===== src/rtl/sfar_pkg.sv =====
// Constants, types and decode helpers for the serial flash array read path.
// Assumes the array is byte wide and answers a read address within one clock.
package sfar_pkg;

   localparam int unsigned MEM_AW = 26;  // 64 MB array

   localparam logic [7:0] OP_READ    = 8'h03;
   localparam logic [7:0] OP_READ_W  = 8'h13;
   localparam logic [7:0] OP_FAST    = 8'h0B;
   localparam logic [7:0] OP_FAST_W  = 8'h0C;
   localparam logic [7:0] OP_DOUT    = 8'h3B;
   localparam logic [7:0] OP_DOUT_W  = 8'h3C;
   localparam logic [7:0] OP_DIO     = 8'hBB;
   localparam logic [7:0] OP_DIO_W   = 8'hBC;
   localparam logic [7:0] OP_QIO     = 8'hEB;
   localparam logic [7:0] OP_QIO_W   = 8'hEC;
   localparam logic [7:0] OP_FDDR    = 8'h0D;
   localparam logic [7:0] OP_FDDR_W  = 8'h0E;
   localparam logic [7:0] OP_DDDR    = 8'hBD;
   localparam logic [7:0] OP_DDDR_W  = 8'hBE;
   localparam logic [7:0] OP_QDDR    = 8'hED;
   localparam logic [7:0] OP_QDDR_W  = 8'hEE;
   localparam logic [7:0] OP_BANK_RD = 8'h16;
   localparam logic [7:0] OP_BANK_WR = 8'h17;

   localparam logic [7:0] BANK_RST    = 8'h00;
   localparam int unsigned BANK_4B_BIT = 7;

   localparam logic [5:0] OPC_BITS   = 6'd8;
   localparam logic [5:0] ADDR3_BITS = 6'd24;
   localparam logic [5:0] ADDR4_BITS = 6'd32;
   localparam logic [5:0] MODE_BITS  = 6'd8;
   localparam logic [3:0] MODE_CONT  = 4'hA;

   localparam logic [1:0] LC_NO_DUMMY   = 2'b11;
   localparam logic [5:0] DUMMY_STD     = 6'd8;
   localparam logic [5:0] DUMMY_IO_BASE = 6'd2;
   localparam logic [5:0] DUMMY_DDR_BASE = 6'd5;
   localparam logic [5:0] LP_CYCLES     = 6'd4;

   typedef enum logic [2:0] {
      S_IDLE  = 3'b000,
      S_OPC   = 3'b001,
      S_ADDR  = 3'b010,
      S_MODE  = 3'b011,
      S_DUMMY = 3'b100,
      S_DATA  = 3'b101,
      S_BANKW = 3'b110,
      S_IGN   = 3'b111
   } sfar_state_t;

   typedef enum logic [1:0] {
      K_BASIC = 2'b00,
      K_STD   = 2'b01,
      K_IO    = 2'b10,
      K_BANK  = 2'b11
   } sfar_kind_t;

   // lw is log2 of lines per edge: 0, 1 or 2
   typedef struct packed {
      logic       read;
      logic       wide;
      logic       ddr;
      logic       mode;
      logic [1:0] lw;
      sfar_kind_t kind;
   } sfar_cmd_t;

   function automatic sfar_cmd_t sfar_decode(input logic [7:0] op,
                                             input logic       enh);
      sfar_cmd_t c;
      c = '{read: 1'b1, wide: 1'b0, ddr: 1'b0, mode: 1'b0, lw: 2'd0,
            kind: K_STD};
      case (op)
         OP_READ, OP_READ_W: c.kind = K_BASIC;
         OP_FAST, OP_FAST_W: c.kind = K_STD;
         OP_DOUT, OP_DOUT_W: c.lw = 2'd1;
         OP_DIO, OP_DIO_W: begin
            c.kind = K_IO; c.lw = 2'd1; c.mode = enh;
         end
         OP_QIO, OP_QIO_W: begin
            c.kind = K_IO; c.lw = 2'd2; c.mode = 1'b1;
         end
         OP_FDDR, OP_FDDR_W: begin
            c.kind = K_IO; c.ddr = 1'b1; c.mode = enh;
         end
         OP_DDDR, OP_DDDR_W: begin
            c.kind = K_IO; c.ddr = 1'b1; c.lw = 2'd1; c.mode = enh;
         end
         OP_QDDR, OP_QDDR_W: begin
            c.kind = K_IO; c.ddr = 1'b1; c.lw = 2'd2; c.mode = 1'b1;
         end
         default: begin
            c.read = 1'b0; c.kind = K_BANK;
         end
      endcase
      c.wide = op inside {OP_READ_W, OP_FAST_W, OP_DOUT_W, OP_DIO_W,
                          OP_QIO_W, OP_FDDR_W, OP_DDDR_W, OP_QDDR_W};
      return c;
   endfunction : sfar_decode

   function automatic logic [5:0] sfar_dummy(input sfar_cmd_t c,
                                             input logic [1:0] lc);
      logic [5:0] n;
      n = 6'd0;
      case (c.kind)
         K_STD: n = (lc == LC_NO_DUMMY) ? 6'd0 : DUMMY_STD;
         K_IO: begin
            if (c.ddr)
               n = DUMMY_DDR_BASE + {4'd0, lc};
            else if (lc != LC_NO_DUMMY)
               n = DUMMY_IO_BASE + {4'd0, lc};
         end
         default: n = 6'd0;
      endcase
      return n;
   endfunction : sfar_dummy

endpackage : sfar_pkg


===== src/rtl/sfar_link_if.sv =====
// Sampled serial link events passed from the pin front end to the sequencer.
// All signals are on ref_clk; pulses last one cycle.
`timescale 1ns/1ps
`default_nettype none
interface sfar_link_if;
   logic       rise;
   logic       fall;
   logic       cs_start;
   logic       cs_end;
   logic [3:0] io;
   modport src (output rise, fall, cs_start, cs_end, io);
   modport snk (input rise, fall, cs_start, cs_end, io);
endinterface : sfar_link_if
`default_nettype wire


===== src/rtl/sfar_read.sv =====
// Serial flash array read sequencer, device side of the serial port.
// Assumes mem_rdata follows mem_addr within one ref_clk cycle.
// Summary of operation
// - Instruction byte always enters one bit per rising serial clock edge.
// - Opcode 03h takes 3 or 4 address bytes by mode; 13h always four.
// - Opcode 0Bh takes 3 or 4 address bytes by mode; 0Ch always four.
// - Fast read inserts zero or eight dummy cycles per latency code.
// - Dual output read drives two bits per clock on two lines at fall.
// - Dual output read inserts zero or eight dummy cycles per latency.
// - Address advances after every byte and wraps to zero at the top.
// - Three-byte commands take upper address bits from the bank register.
// - Bank register four-byte bit makes 3-byte commands take four bytes.
// - Whatever the host presents during dummy cycles is ignored.
// - Dummy cycles count fall to fall; zero means data at that fall.
// - Serial outputs change on falling serial clock edges; DDR reads also change them on rising edges.
// - Dummy cycle count follows the latency code of config register one.
// - DDR commands move address and data on both edges, 1, 2 or 4 lines.
// - Quad I/O reads take mode bits deciding instruction-less follow-up.
// - Build option extends mode bits to fast DDR, dual I/O, dual DDR.
// - DDR reads drive an 8-edge learning pattern just before data.
// - Chip select rising during data ends the read.
// - Mode value Axh makes next same-type access start at the address.
// - Only the upper mode nibble counts; the lower one is ignored.
`timescale 1ns/1ps
`default_nettype none
module sfar_read
   import sfar_pkg::*;
#(
   parameter bit ENH_MODE = 1'b1
)
(
   // Clock and reset
   input  wire logic              ref_clk,
   input  wire logic              rst_n,
   input  wire logic              ce,
   // Serial port pins
   input  wire logic              sck,
   input  wire logic              cs_n,
   input  wire logic [3:0]        io_in,
   output logic      [3:0]        io_out,
   output logic      [3:0]        io_oe,
   // Configuration
   input  wire logic [1:0]        latency_code,
   input  wire logic              lp_en,
   input  wire logic [7:0]        learning_pattern,
   // Array read port
   output logic      [MEM_AW-1:0] mem_addr,
   input  wire logic [7:0]        mem_rdata,
   // Status
   output logic      [7:0]        bank_addr,
   output logic                   four_byte_addr_en,
   output logic                   cont_active
);
   sfar_link_if lk ();

   sfar_link_sync u_sync (
      .ref_clk (ref_clk),
      .rst_n   (rst_n),
      .ce      (ce),
      .sck     (sck),
      .cs_n    (cs_n),
      .io_in   (io_in),
      .lk      (lk.src)
   );

   function automatic logic [31:0] shift_in(input logic [31:0] sr,
                                            input logic [3:0]  io,
                                            input logic [1:0]  lw);
      case (lw)
         2'd0:    return {sr[30:0], io[0]};
         2'd1:    return {sr[29:0], io[1:0]};
         default: return {sr[27:0], io[3:0]};
      endcase
   endfunction : shift_in

   function automatic logic [3:0] line_mask(input logic [1:0] lw);
      case (lw)
         2'd0:    return 4'h2;
         2'd1:    return 4'h3;
         default: return 4'hF;
      endcase
   endfunction : line_mask

   // Output-only reads take their address on one line whatever the data width
   function automatic logic [1:0] addr_lw(input sfar_cmd_t c);
      return (c.kind == K_IO) ? c.lw : 2'd0;
   endfunction : addr_lw

   function automatic logic [5:0] addr_slots(input sfar_cmd_t c,
                                             input logic      fb);
      return ((c.wide | fb) ? ADDR4_BITS : ADDR3_BITS) >> addr_lw(c);
   endfunction : addr_slots

   sfar_state_t     st_q, st_d;
   logic [7:0]      cmd_q, cmd_d, byte_q, byte_d, bank_q, bank_d;
   logic [31:0]     sr_q, sr_d, sr_nx;
   logic [5:0]      cnt_q, cnt_d;
   logic [3:0]      bits_q, bits_d, io_out_q, io_out_d, io_oe_q, io_oe_d;
   logic [MEM_AW-1:0] mem_addr_q, mem_addr_d;
   logic            cont_q, cont_d, pend_q, pend_d, lp_q, lp_d;
   sfar_cmd_t       attr, nop;
   logic            wide4, in_edge, emit, rd_bank;
   logic [3:0]      step, mask, lp_idx;
   logic [7:0]      src;
   logic [31:0]     full_addr;

   assign attr    = sfar_decode(cmd_q, ENH_MODE);
   assign nop     = sfar_decode({sr_q[6:0], lk.io[0]}, ENH_MODE);
   assign wide4   = bank_q[BANK_4B_BIT];
   assign rd_bank = (cmd_q == OP_BANK_RD);
   assign sr_nx   = shift_in(sr_q, lk.io, addr_lw(attr));
   assign step    = 4'(4'd1 << attr.lw);
   assign mask    = line_mask(attr.lw);
   // DDR also samples the fall, but not the one before the first address bit
   assign in_edge = lk.rise | (attr.ddr & lk.fall &
                    (st_q == S_MODE || cnt_q != addr_slots(attr, wide4)));
   assign full_addr = (attr.wide | wide4) ? sr_nx :
                      {1'b0, bank_q[6:0], sr_nx[23:0]};

   always_comb begin
      st_d       = st_q;
      cmd_d      = cmd_q;
      sr_d       = sr_q;
      cnt_d      = cnt_q;
      byte_d     = byte_q;
      bits_d     = bits_q;
      bank_d     = bank_q;
      io_out_d   = io_out_q;
      io_oe_d    = io_oe_q;
      mem_addr_d = mem_addr_q;
      cont_d     = cont_q;
      pend_d     = pend_q;
      lp_d       = lp_q;
      emit       = 1'b0;
      lp_idx     = 4'h0;
      src        = byte_q;
      if (lk.cs_end) begin
         st_d    = S_IDLE;
         io_oe_d = 4'h0;
         lp_d    = 1'b0;
         // Early release leaves no trustworthy mode byte, so drop it
         cont_d  = attr.mode && pend_q &&
                   (st_q == S_DUMMY || st_q == S_DATA);
      end else if (lk.cs_start) begin
         pend_d = 1'b0;
         bits_d = 4'h0;
         if (cont_q) begin
            st_d  = S_ADDR;
            cnt_d = addr_slots(attr, wide4);
         end else begin
            st_d  = S_OPC;
            cnt_d = OPC_BITS;
         end
      end else begin
         case (st_q)
            S_OPC: if (lk.rise) begin
               sr_d  = {sr_q[30:0], lk.io[0]};
               cnt_d = cnt_q - 6'd1;
               if (cnt_q == 6'd1) begin
                  cmd_d = {sr_q[6:0], lk.io[0]};
                  if (nop.read) begin
                     st_d  = S_ADDR;
                     cnt_d = addr_slots(nop, wide4);
                  end else if (cmd_d == OP_BANK_RD) begin
                     st_d  = S_DUMMY;
                     cnt_d = 6'd0;
                  end else if (cmd_d == OP_BANK_WR) begin
                     st_d  = S_BANKW;
                     cnt_d = OPC_BITS;
                  end else begin
                     st_d = S_IGN;
                  end
               end
            end
            S_ADDR: if (in_edge) begin
               sr_d  = sr_nx;
               cnt_d = cnt_q - 6'd1;
               if (cnt_q == 6'd1) begin
                  mem_addr_d = full_addr[MEM_AW-1:0];
                  if (attr.mode) begin
                     st_d  = S_MODE;
                     cnt_d = MODE_BITS >> attr.lw;
                  end else begin
                     st_d  = S_DUMMY;
                     cnt_d = sfar_dummy(attr, latency_code);
                  end
               end
            end
            S_MODE: if (in_edge) begin
               sr_d  = sr_nx;
               cnt_d = cnt_q - 6'd1;
               if (cnt_q == 6'd1) begin
                  pend_d = (sr_nx[7:4] == MODE_CONT);
                  st_d   = S_DUMMY;
                  cnt_d  = sfar_dummy(attr, latency_code);
               end
            end
            S_DUMMY: begin
               // Host lines are never sampled here
               if (lk.fall) begin
                  if (cnt_q == 6'd0) begin
                     emit = 1'b1;
                     st_d = S_DATA;
                  end else begin
                     cnt_d = cnt_q - 6'd1;
                     if (attr.ddr && lp_en && cnt_q <= LP_CYCLES) begin
                        lp_idx   = {cnt_q[2:0], 1'b0} - 4'd1;
                        io_out_d = {4{learning_pattern[lp_idx[2:0]]}} & mask;
                        io_oe_d  = mask;
                        lp_d     = 1'b1;
                     end
                  end
               end else if (lk.rise && lp_q) begin
                  lp_idx   = {cnt_q[2:0], 1'b0};
                  io_out_d = {4{learning_pattern[lp_idx[2:0]]}} & mask;
               end
            end
            S_DATA: begin
               emit = lk.fall | (attr.ddr & lk.rise);
            end
            S_BANKW: if (lk.rise) begin
               sr_d  = {sr_q[30:0], lk.io[0]};
               cnt_d = cnt_q - 6'd1;
               if (cnt_q == 6'd1) begin
                  bank_d = {sr_q[6:0], lk.io[0]};
                  st_d   = S_IGN;
               end
            end
            default: ;
         endcase
      end
      if (emit) begin
         lp_d = 1'b0;
         if (bits_q == 4'h0) begin
            src    = rd_bank ? bank_q : mem_rdata;
            bits_d = 4'd8 - step;
            if (!rd_bank)
               mem_addr_d = mem_addr_q + MEM_AW'(1);
         end else begin
            bits_d = bits_q - step;
         end
         io_out_d = (attr.lw == 2'd0) ? {2'b00, src[7], 1'b0} :
                    (attr.lw == 2'd1) ? {2'b00, src[7:6]} : src[7:4];
         io_oe_d  = mask;
         byte_d   = src << step;
      end
   end

   always_ff @(posedge ref_clk or negedge rst_n) begin
      if (!rst_n) begin
         st_q       <= S_IDLE;
         cmd_q      <= 8'h00;
         sr_q       <= 32'h0;
         cnt_q      <= 6'h00;
         byte_q     <= 8'h00;
         bits_q     <= 4'h0;
         bank_q     <= BANK_RST;
         io_out_q   <= 4'h0;
         io_oe_q    <= 4'h0;
         mem_addr_q <= '0;
         cont_q     <= 1'b0;
         pend_q     <= 1'b0;
         lp_q       <= 1'b0;
      end else if (ce) begin
         st_q       <= st_d;
         cmd_q      <= cmd_d;
         sr_q       <= sr_d;
         cnt_q      <= cnt_d;
         byte_q     <= byte_d;
         bits_q     <= bits_d;
         bank_q     <= bank_d;
         io_out_q   <= io_out_d;
         io_oe_q    <= io_oe_d;
         mem_addr_q <= mem_addr_d;
         cont_q     <= cont_d;
         pend_q     <= pend_d;
         lp_q       <= lp_d;
      end
   end

   assign io_out            = io_out_q;
   assign io_oe             = io_oe_q;
   assign mem_addr          = mem_addr_q;
   assign bank_addr         = bank_q;
   assign four_byte_addr_en = bank_q[BANK_4B_BIT];
   assign cont_active       = cont_q;
endmodule : sfar_read
`default_nettype wire


===== src/rtl/sfar_link_sync.sv =====
// Pin front end: synchronises serial clock, select and data lines to ref_clk
// and reports clock edges and frame edges. Assumes ref_clk at least 8x sck.
`timescale 1ns/1ps
`default_nettype none
module sfar_link_sync
   import sfar_pkg::*;
(
   // Clock and reset
   input  wire logic ref_clk,
   input  wire logic rst_n,
   input  wire logic ce,
   // Pins
   input  wire logic       sck,
   input  wire logic       cs_n,
   input  wire logic [3:0] io_in,
   // Events
   sfar_link_if.src        lk
);
   logic [5:0] s1_q, s1_d, s2_q, s2_d;
   logic [1:0] prev_q, prev_d;
   logic [3:0] io_q, io_d;
   logic       rise_q, rise_d, fall_q, fall_d;
   logic       st_q, st_d, en_q, en_d;

   always_comb begin
      s1_d   = {sck, cs_n, io_in};
      s2_d   = s1_q;
      prev_d = s2_q[5:4];
      // Data is delayed with the edges so it lines up with them
      io_d   = s2_q[3:0];
      rise_d = s2_q[5] & ~prev_q[1];
      fall_d = ~s2_q[5] & prev_q[1];
      st_d   = ~s2_q[4] & prev_q[0];
      en_d   = s2_q[4] & ~prev_q[0];
   end

   always_ff @(posedge ref_clk or negedge rst_n) begin
      if (!rst_n) begin
         s1_q   <= 6'h10;
         s2_q   <= 6'h10;
         prev_q <= 2'h1;
         io_q   <= 4'h0;
         rise_q <= 1'b0;
         fall_q <= 1'b0;
         st_q   <= 1'b0;
         en_q   <= 1'b0;
      end else if (ce) begin
         s1_q   <= s1_d;
         s2_q   <= s2_d;
         prev_q <= prev_d;
         io_q   <= io_d;
         rise_q <= rise_d;
         fall_q <= fall_d;
         st_q   <= st_d;
         en_q   <= en_d;
      end
   end

   assign lk.rise     = rise_q;
   assign lk.fall     = fall_q;
   assign lk.cs_start = st_q;
   assign lk.cs_end   = en_q;
   assign lk.io       = io_q;

endmodule : sfar_link_sync
`default_nettype wire


===== config.mk =====
export PLATFORM = sky130hd
export DESIGN_NAME = sfar_read
export DESIGN_NICKNAME = d
export VERILOG_FILES = /design/src/rtl/sfar_pkg.sv /design/src/rtl/sfar_link_if.sv /design/src/rtl/sfar_read.sv /design/src/rtl/sfar_link_sync.sv
export SDC_FILE = /design/constraint.sdc
export NUM_CORES = 1
export LEC_CHECK = 0
export BUFFER_PORTS_ARGS = -buffer_cell sky130_fd_sc_hd__buf_2
export CORE_ASPECT_RATIO = 1.25
export CORE_MARGIN = 3
export CORE_UTILIZATION = 59
export CTS_CLUSTER_SIZE = 10
export DETAILED_ROUTE_END_ITERATION = 7
export HOLD_SLACK_MARGIN = 0.12
export PLACE_DENSITY = 0.79
export SLEW_MARGIN = 10
export SYNTH_ARGS = -nofsm -noshare
export SYNTH_HDL_FRONTEND = slang
export SYNTH_SLANG_ARGS = --single-unit

===== constraint.sdc =====
create_clock -name ref_clk -period 6.3 [get_ports ref_clk]
set_input_delay 0.315 -clock ref_clk [delete_from_list [all_inputs] [get_ports ref_clk]]
set_output_delay 0.315 -clock ref_clk [all_outputs]
set_load 0.005 [all_outputs]

Yosys cells after proc, flatten, opt, wreduce, memory -nomap -nowiden. Index checks and enable logic that the tools add are counted.

Register bits: 121. Word-level logic and storage cells: 287. Input port bits: 28.

Shifts and indexed selects: 5. Equality and inequality tests: 75. Add/subtract/negate cells: 7. Reduce and logical (&&, ||, !) cells: 50. Muxes and demuxes: 107. Bitwise logic cells: 19. Magnitude comparators: 3.

Operators with widths (number): two-way mux 26 bit (9); equality test 8 bit, second input constant (16); two-way mux 6 bit (17); two-way mux 4 bit (23); equality test 8 x 4 -> 1 bit, second input constant (8); case mux 26 bit (2 select lines) (1); two-way mux 25 bit (2); case mux 25 bit (2 select lines) (1); two-way mux 3 bit (15); equality test 8 x 5 -> 1 bit, second input constant (5); equality test 8 x 6 -> 1 bit, second input constant (4); case mux 6 bit (5 select lines) (1); adder 26 x 1 -> 26 bit, second input constant (1); two-way mux 8 bit (3); AND reduction 6 bit (4); two-way mux 1 bit (21); != test 4 x 1 -> 1 bit, second input constant (5); != test 4 x 2 -> 1 bit, second input constant (5); OR reduction 10 bit (2); OR reduction 6 bit (3); equality test 8 x 2 -> 1 bit, second input constant (2); case mux 4 bit (2 select lines) (2); nonzero test 8 bit (2); OR reduction 16 bit (1); 53 further kinds (113).

Depth between registers and ports, before layout.
Word-level depth: 17. Depth in mapped cells: 18.

Modules after synthesis. Synthesis repeated with hierarchy kept, for this count alone.

Cell total of the unflattened synthesis: 950. Area, all modules: 8192.9 um^2.

By module, submodules not included: sfar_read (seq. area each 2452.4 um^2, area an instance 7283.2 um^2, cells each 895, instances 1); sfar_link_sync (seq. area each 554.3 um^2, area an instance 909.6 um^2, cells each 55, instances 1).

Least setup slack after synthesis. No wires, ideal clock.

Path type: reg2reg. Start point: register cmd_q[6]. End point: register sr_q[12]. Period minus slack after synthesis: 4.031 ns. Slack: 2.269 ns. Data arrival time: 3.906 ns. Setup time: 0.125 ns. Stages on the path, launching flop included: 19. Cell sequence: dfrtp_1 buf_2 and4b_1 o311a_1 clkbuf_1 or2_2 ha_1 nand2_1 inv_1 ha_1 xor2_1 nor4_1 o221a_1 o311ai_1 a21bo_2 buf_2 nand2_2 buf_4 mux2_2.

Cells in the longest elaborated chain, start to end: 12. Elaborated cells on any way between the ends: 43.

Ends and longest elaborated chain: start: declaration (RTL line sfar_read.sv:95) `logic [7:0] cmd_q, cmd_d, byte_q, byte_d, bank_q, bank_d;`; start signal: assignment (RTL line sfar_read.sv:266) `cmd_q <= cmd_d;`; equality test 8 bit (tied with other cells); OR reduction 10 bit (no source line) (tied with other cells); case mux 2 bit (3 select lines) (RTL line sfar_pkg.sv:74) `case (op)`; equality test 2 bit (RTL line sfar_read.sv:86) `return (c.kind == K_IO) ? c.lw : 2'd0;`; two-way mux 2 bit (RTL line sfar_read.sv:86); right shift 6 x 2 -> 6 bit (RTL line sfar_read.sv:91) `return ((c.wide | fb) ? ADDR4_BITS : ADDR3_BITS) >> addr_lw(c);`; != test 6 bit (RTL line sfar_read.sv:116) `(st_q == S_MODE || cnt_q != addr_slots(attr, wide4)));`; logical OR 1 bit (RTL line sfar_read.sv:116); bitwise AND 1 bit (RTL line sfar_read.sv:115) `assign in_edge = lk.rise | (attr.ddr & lk.fall &`; bitwise OR 1 bit (RTL line sfar_read.sv:115); != test 2 x 1 -> 1 bit (no source line); AND reduction 6 bit (no source line); end signal: assignment (RTL line sfar_read.sv:267) `sr_q <= sr_d;`; end: declaration (RTL line sfar_read.sv:96) `logic [31:0] sr_q, sr_d, sr_nx;`.

Parallel ways exist; a longest one is shown, timed or not. The select of a mux whose other input is x is not followed. A chain may end at the register's enable or synchronous reset.

Final worst setup path.
Start point: register cmd_q[4]. End point: register sr_q[4].

The elaborated chain is that of the path after synthesis.

==> flow_summary.yaml <==
timing:
  rsz0062_at_grt: "no"
  tightestPinTransition_ps: 1160
  setup_viol: 0
  relSlewSlack: 0.225
  max_freq_mhz: 208
  period_needed_ps: 4800
  drv_slew: 0
  setup_tns_ps: 0
  layout_setup_ws_ps: 1500
  finClkSkew_ps: 15.6
  post-route-period-util: 0.763
  finalHoldViolCount: 0
clocking:
  clockRootBuffer: "clkbuf_16"
  cts.clk_slew.worst_paths_ps: 70
  cts_resized: 0
  cts_buffers: 17
  cts_tree: "built"
  clkLatencyLatePin_ps: 430
  numClockSinks: 120
  max-clock-path-buffers: 2
  cts_max_level: 4
worst_setup_path:
  critPathBufInv: 2
  slowest_stage: "dfrtp_1"
  rr_startpoint: "cmd_q[4]"
  crit_family: "simple AND/OR/NAND/NOR gates"
  arrival_ps: 5100
  cp_num_cells: 15
  critPathKind: "reg -> reg"
  cp-startpoint: "cmd_q[4]"
  required_ps: 6600
  slowest_delay_ps: 510
  cp_common_cell: "ha_1"
  worstPathCellList: "and4b_1 > o311a_1 > or2_2 > ha_1 > buf_4 > nand2_1 > inv_1 > ha_1 > xor2_1 > nor4_1 > o221a_1 > o311ai_1 > a21bo_2 > nand2_2 > mux2_2"
  rr_worst_depth: 15
  end_kind: "flip-flop"
  startpoint_type: "flip-flop"
  critPathMaxFanout: 29
synth:
  ys_warn_count: 0
  synth_top_area_frac: 0.352
  ys_ff_latch: 120
  synth.most_common_cell: "dfrtp_1"
  synthCells: 918
  postSynthAreaPerCell_sq_um: 9.05
  synth_edf_count: 0
  synth_cell_types: 91
  async_flop_share: 1.00
  synthTopCellsByCount: "dfrtp_1, nor2_1, mux2_2"
  syn-cell-area_sq_um: 8310
  syn_nets: 962
  ys_seq_area_frac: 0.362
  synthTopCellsByArea: "dfrtp_1, mux2_2, nor2_1, a21oi_1, a22o_1"
  synth_flop_cell: "dfrtp_1"
  yosysTopAreaCell: "dfrtp_1"
drt:
  drt-total-wl_microns: 23500
  via_per_inst: 6.65
  vias: 7536
  firstDrtPassIters: 6
  wl_per_cell_microns: 20.7
  post-route-drc-count: 0
  highest_layer: "met4"
  routed-wl-met3_microns: 1410
  ant_nets: 0
  wl_met1_microns: 9520
  drt_iter0_drc: 589
  met2_length_microns: 11500
pwr:
  peakVddDrop_uv: 199
  powerDensity_nw_per_um2: 323
  p_leak_nw: 4.14
  finalPower_mw: 3.00
floorplan:
  core-area_sq_um: 13500
  dieWidth_microns: 112
  fp.dieH_microns: 139
  io_pins: 72
  start_util: 0.614
  dieArea_sq_um: 15500
  core.rowCount: 47
min_path:
  hold_start: "io_in[1]"
  whs_path_depth: 2
  hp-class: "in -> reg"
cells_and_area:
  final_nets: 994
  area_growth_pct: 11.8
  n_antenna_cell: 0
  final_core_util: 0.686
  drive_above_1_share: 0.214
  final_area_sq_um: 9280
global_route:
  antenna_found_initial: 0
  grt.total_usage: 0.302
  grt_pass1_wl_microns: 38300
  overflow: 0
  grt_pass1_vias: 7377
  grt_max_degree: 69
placed_design:
  placed_cell_area_sq_um: 8640
  io_buffers: 71
  gp_congestion: 0.981
  post-dp-hpwl_microns: 16300
  post-place-ws_ps: 1540
outcome:
  status: "finished, final reports clean"
run:
  max_cap_violations: 0
[layer usage]
layer,vias up,global-route usage
li1,3525,-
met5,-,0
met2,330,0.505
met4,0,0.149
met3,74,0.0467
met1,3607,0.380
[area by class of cell]
type / count / area (sq um)
tap: 171 / 214
clock buffer: 17 / 425
inverter: 33 / 124
clock inverter: 15 / 173
fill: 1079 / 4240
sequential: 120 / 3010
multi-input combinational: 694 / 4870
timing repair buffer: 84 / 468
[power by group]
group	total, mW	internal (mW)	switching [mW]	leakage, nW
logic	0.872	0.377	0.495	2.31
clock network	0.987	0.567	0.420	0.290
registers	1.14	0.892	0.252	1.55
[cell usage in the layout, fill, tap and decap left out, types with 6 or more instances in the layout]
cell type | Yosys | routed
a211oi_1 | 20 | 19
a21oi_1 | 58 | 57
a22o_1 | 32 | 32
a22oi_1 | 32 | 32
a31oi_1 | 16 | 16
a32o_1 | 6 | 6
and2_1 | 9 | 9
and3_1 | 10 | 10
buf_2 | 12 | 70
buf_4 | 6 | 9
clkbuf_16 | 0 | 17
dfrtp_1 | 117 | 117
ha_1 | 15 | 15
inv_1 | 32 | 32
inv_8 | 0 | 6
mux2_2 | 63 | 63
mux2i_1 | 17 | 17
nand2_1 | 51 | 51
nand2b_1 | 9 | 9
nand3_1 | 24 | 24
nand4_1 | 11 | 11
nor2_1 | 95 | 95
nor2b_1 | 12 | 12
nor3_1 | 26 | 26
nor4_1 | 7 | 7
o21a_1 | 6 | 6
o21ai_0 | 33 | 33
o22ai_1 | 8 | 8
or2_2 | 8 | 8
[through the flow]
stage	hold slack, ps	instances
after floorplan	19.4	918
after global placement	435	1097
after detailed placement	442	1097
after CTS	128	1134
after global routing	148	1134
final	142	1134
[logic make-up (layout without fill, tap and decap cells)]
logic type / Yosys count / in the layout / synth area share
buffers and inverters: 104 / 149 / 0.0542
AO/OA/AOI/OAI: 287 / 287 / 0.250
XOR/XNOR: 8 / 8 / 0.00844
AND/OR/NAND/NOR: 298 / 298 / 0.185
multiplexers: 85 / 85 / 0.115
flip-flops: 120 / 120 / 0.362
adder cells (fa/ha/maj): 16 / 16 / 0.0250
[flip-flops by register name (all words and copies together) (netlist names), 6 cells and up]
signal       cells
bank_addr        8
u_sync.s1_q      6
cmd_q            8
cnt_q            6
sr_q            25
u_sync.s2_q      6
byte_q           8
mem_addr        26
[worst paths after layout]
check	to	slack [ps]
setup reg to reg	sr_q[4]	1500
hold / removal	u_sync.s1_q[1]	140
min in group asynchronous	bits_q[1]	550
hold reg to reg	u_sync.lk.rise	440
max in group asynchronous	cmd_q[6]	4490
setup / recovery	sr_q[4]	1500
[timing repair]
action	4_1_cts	5_1_grt
hold buffers	5	0
setup buffers	0	0
hold endpoints to repair	68	0
Power figures use the tool's default switching activity.
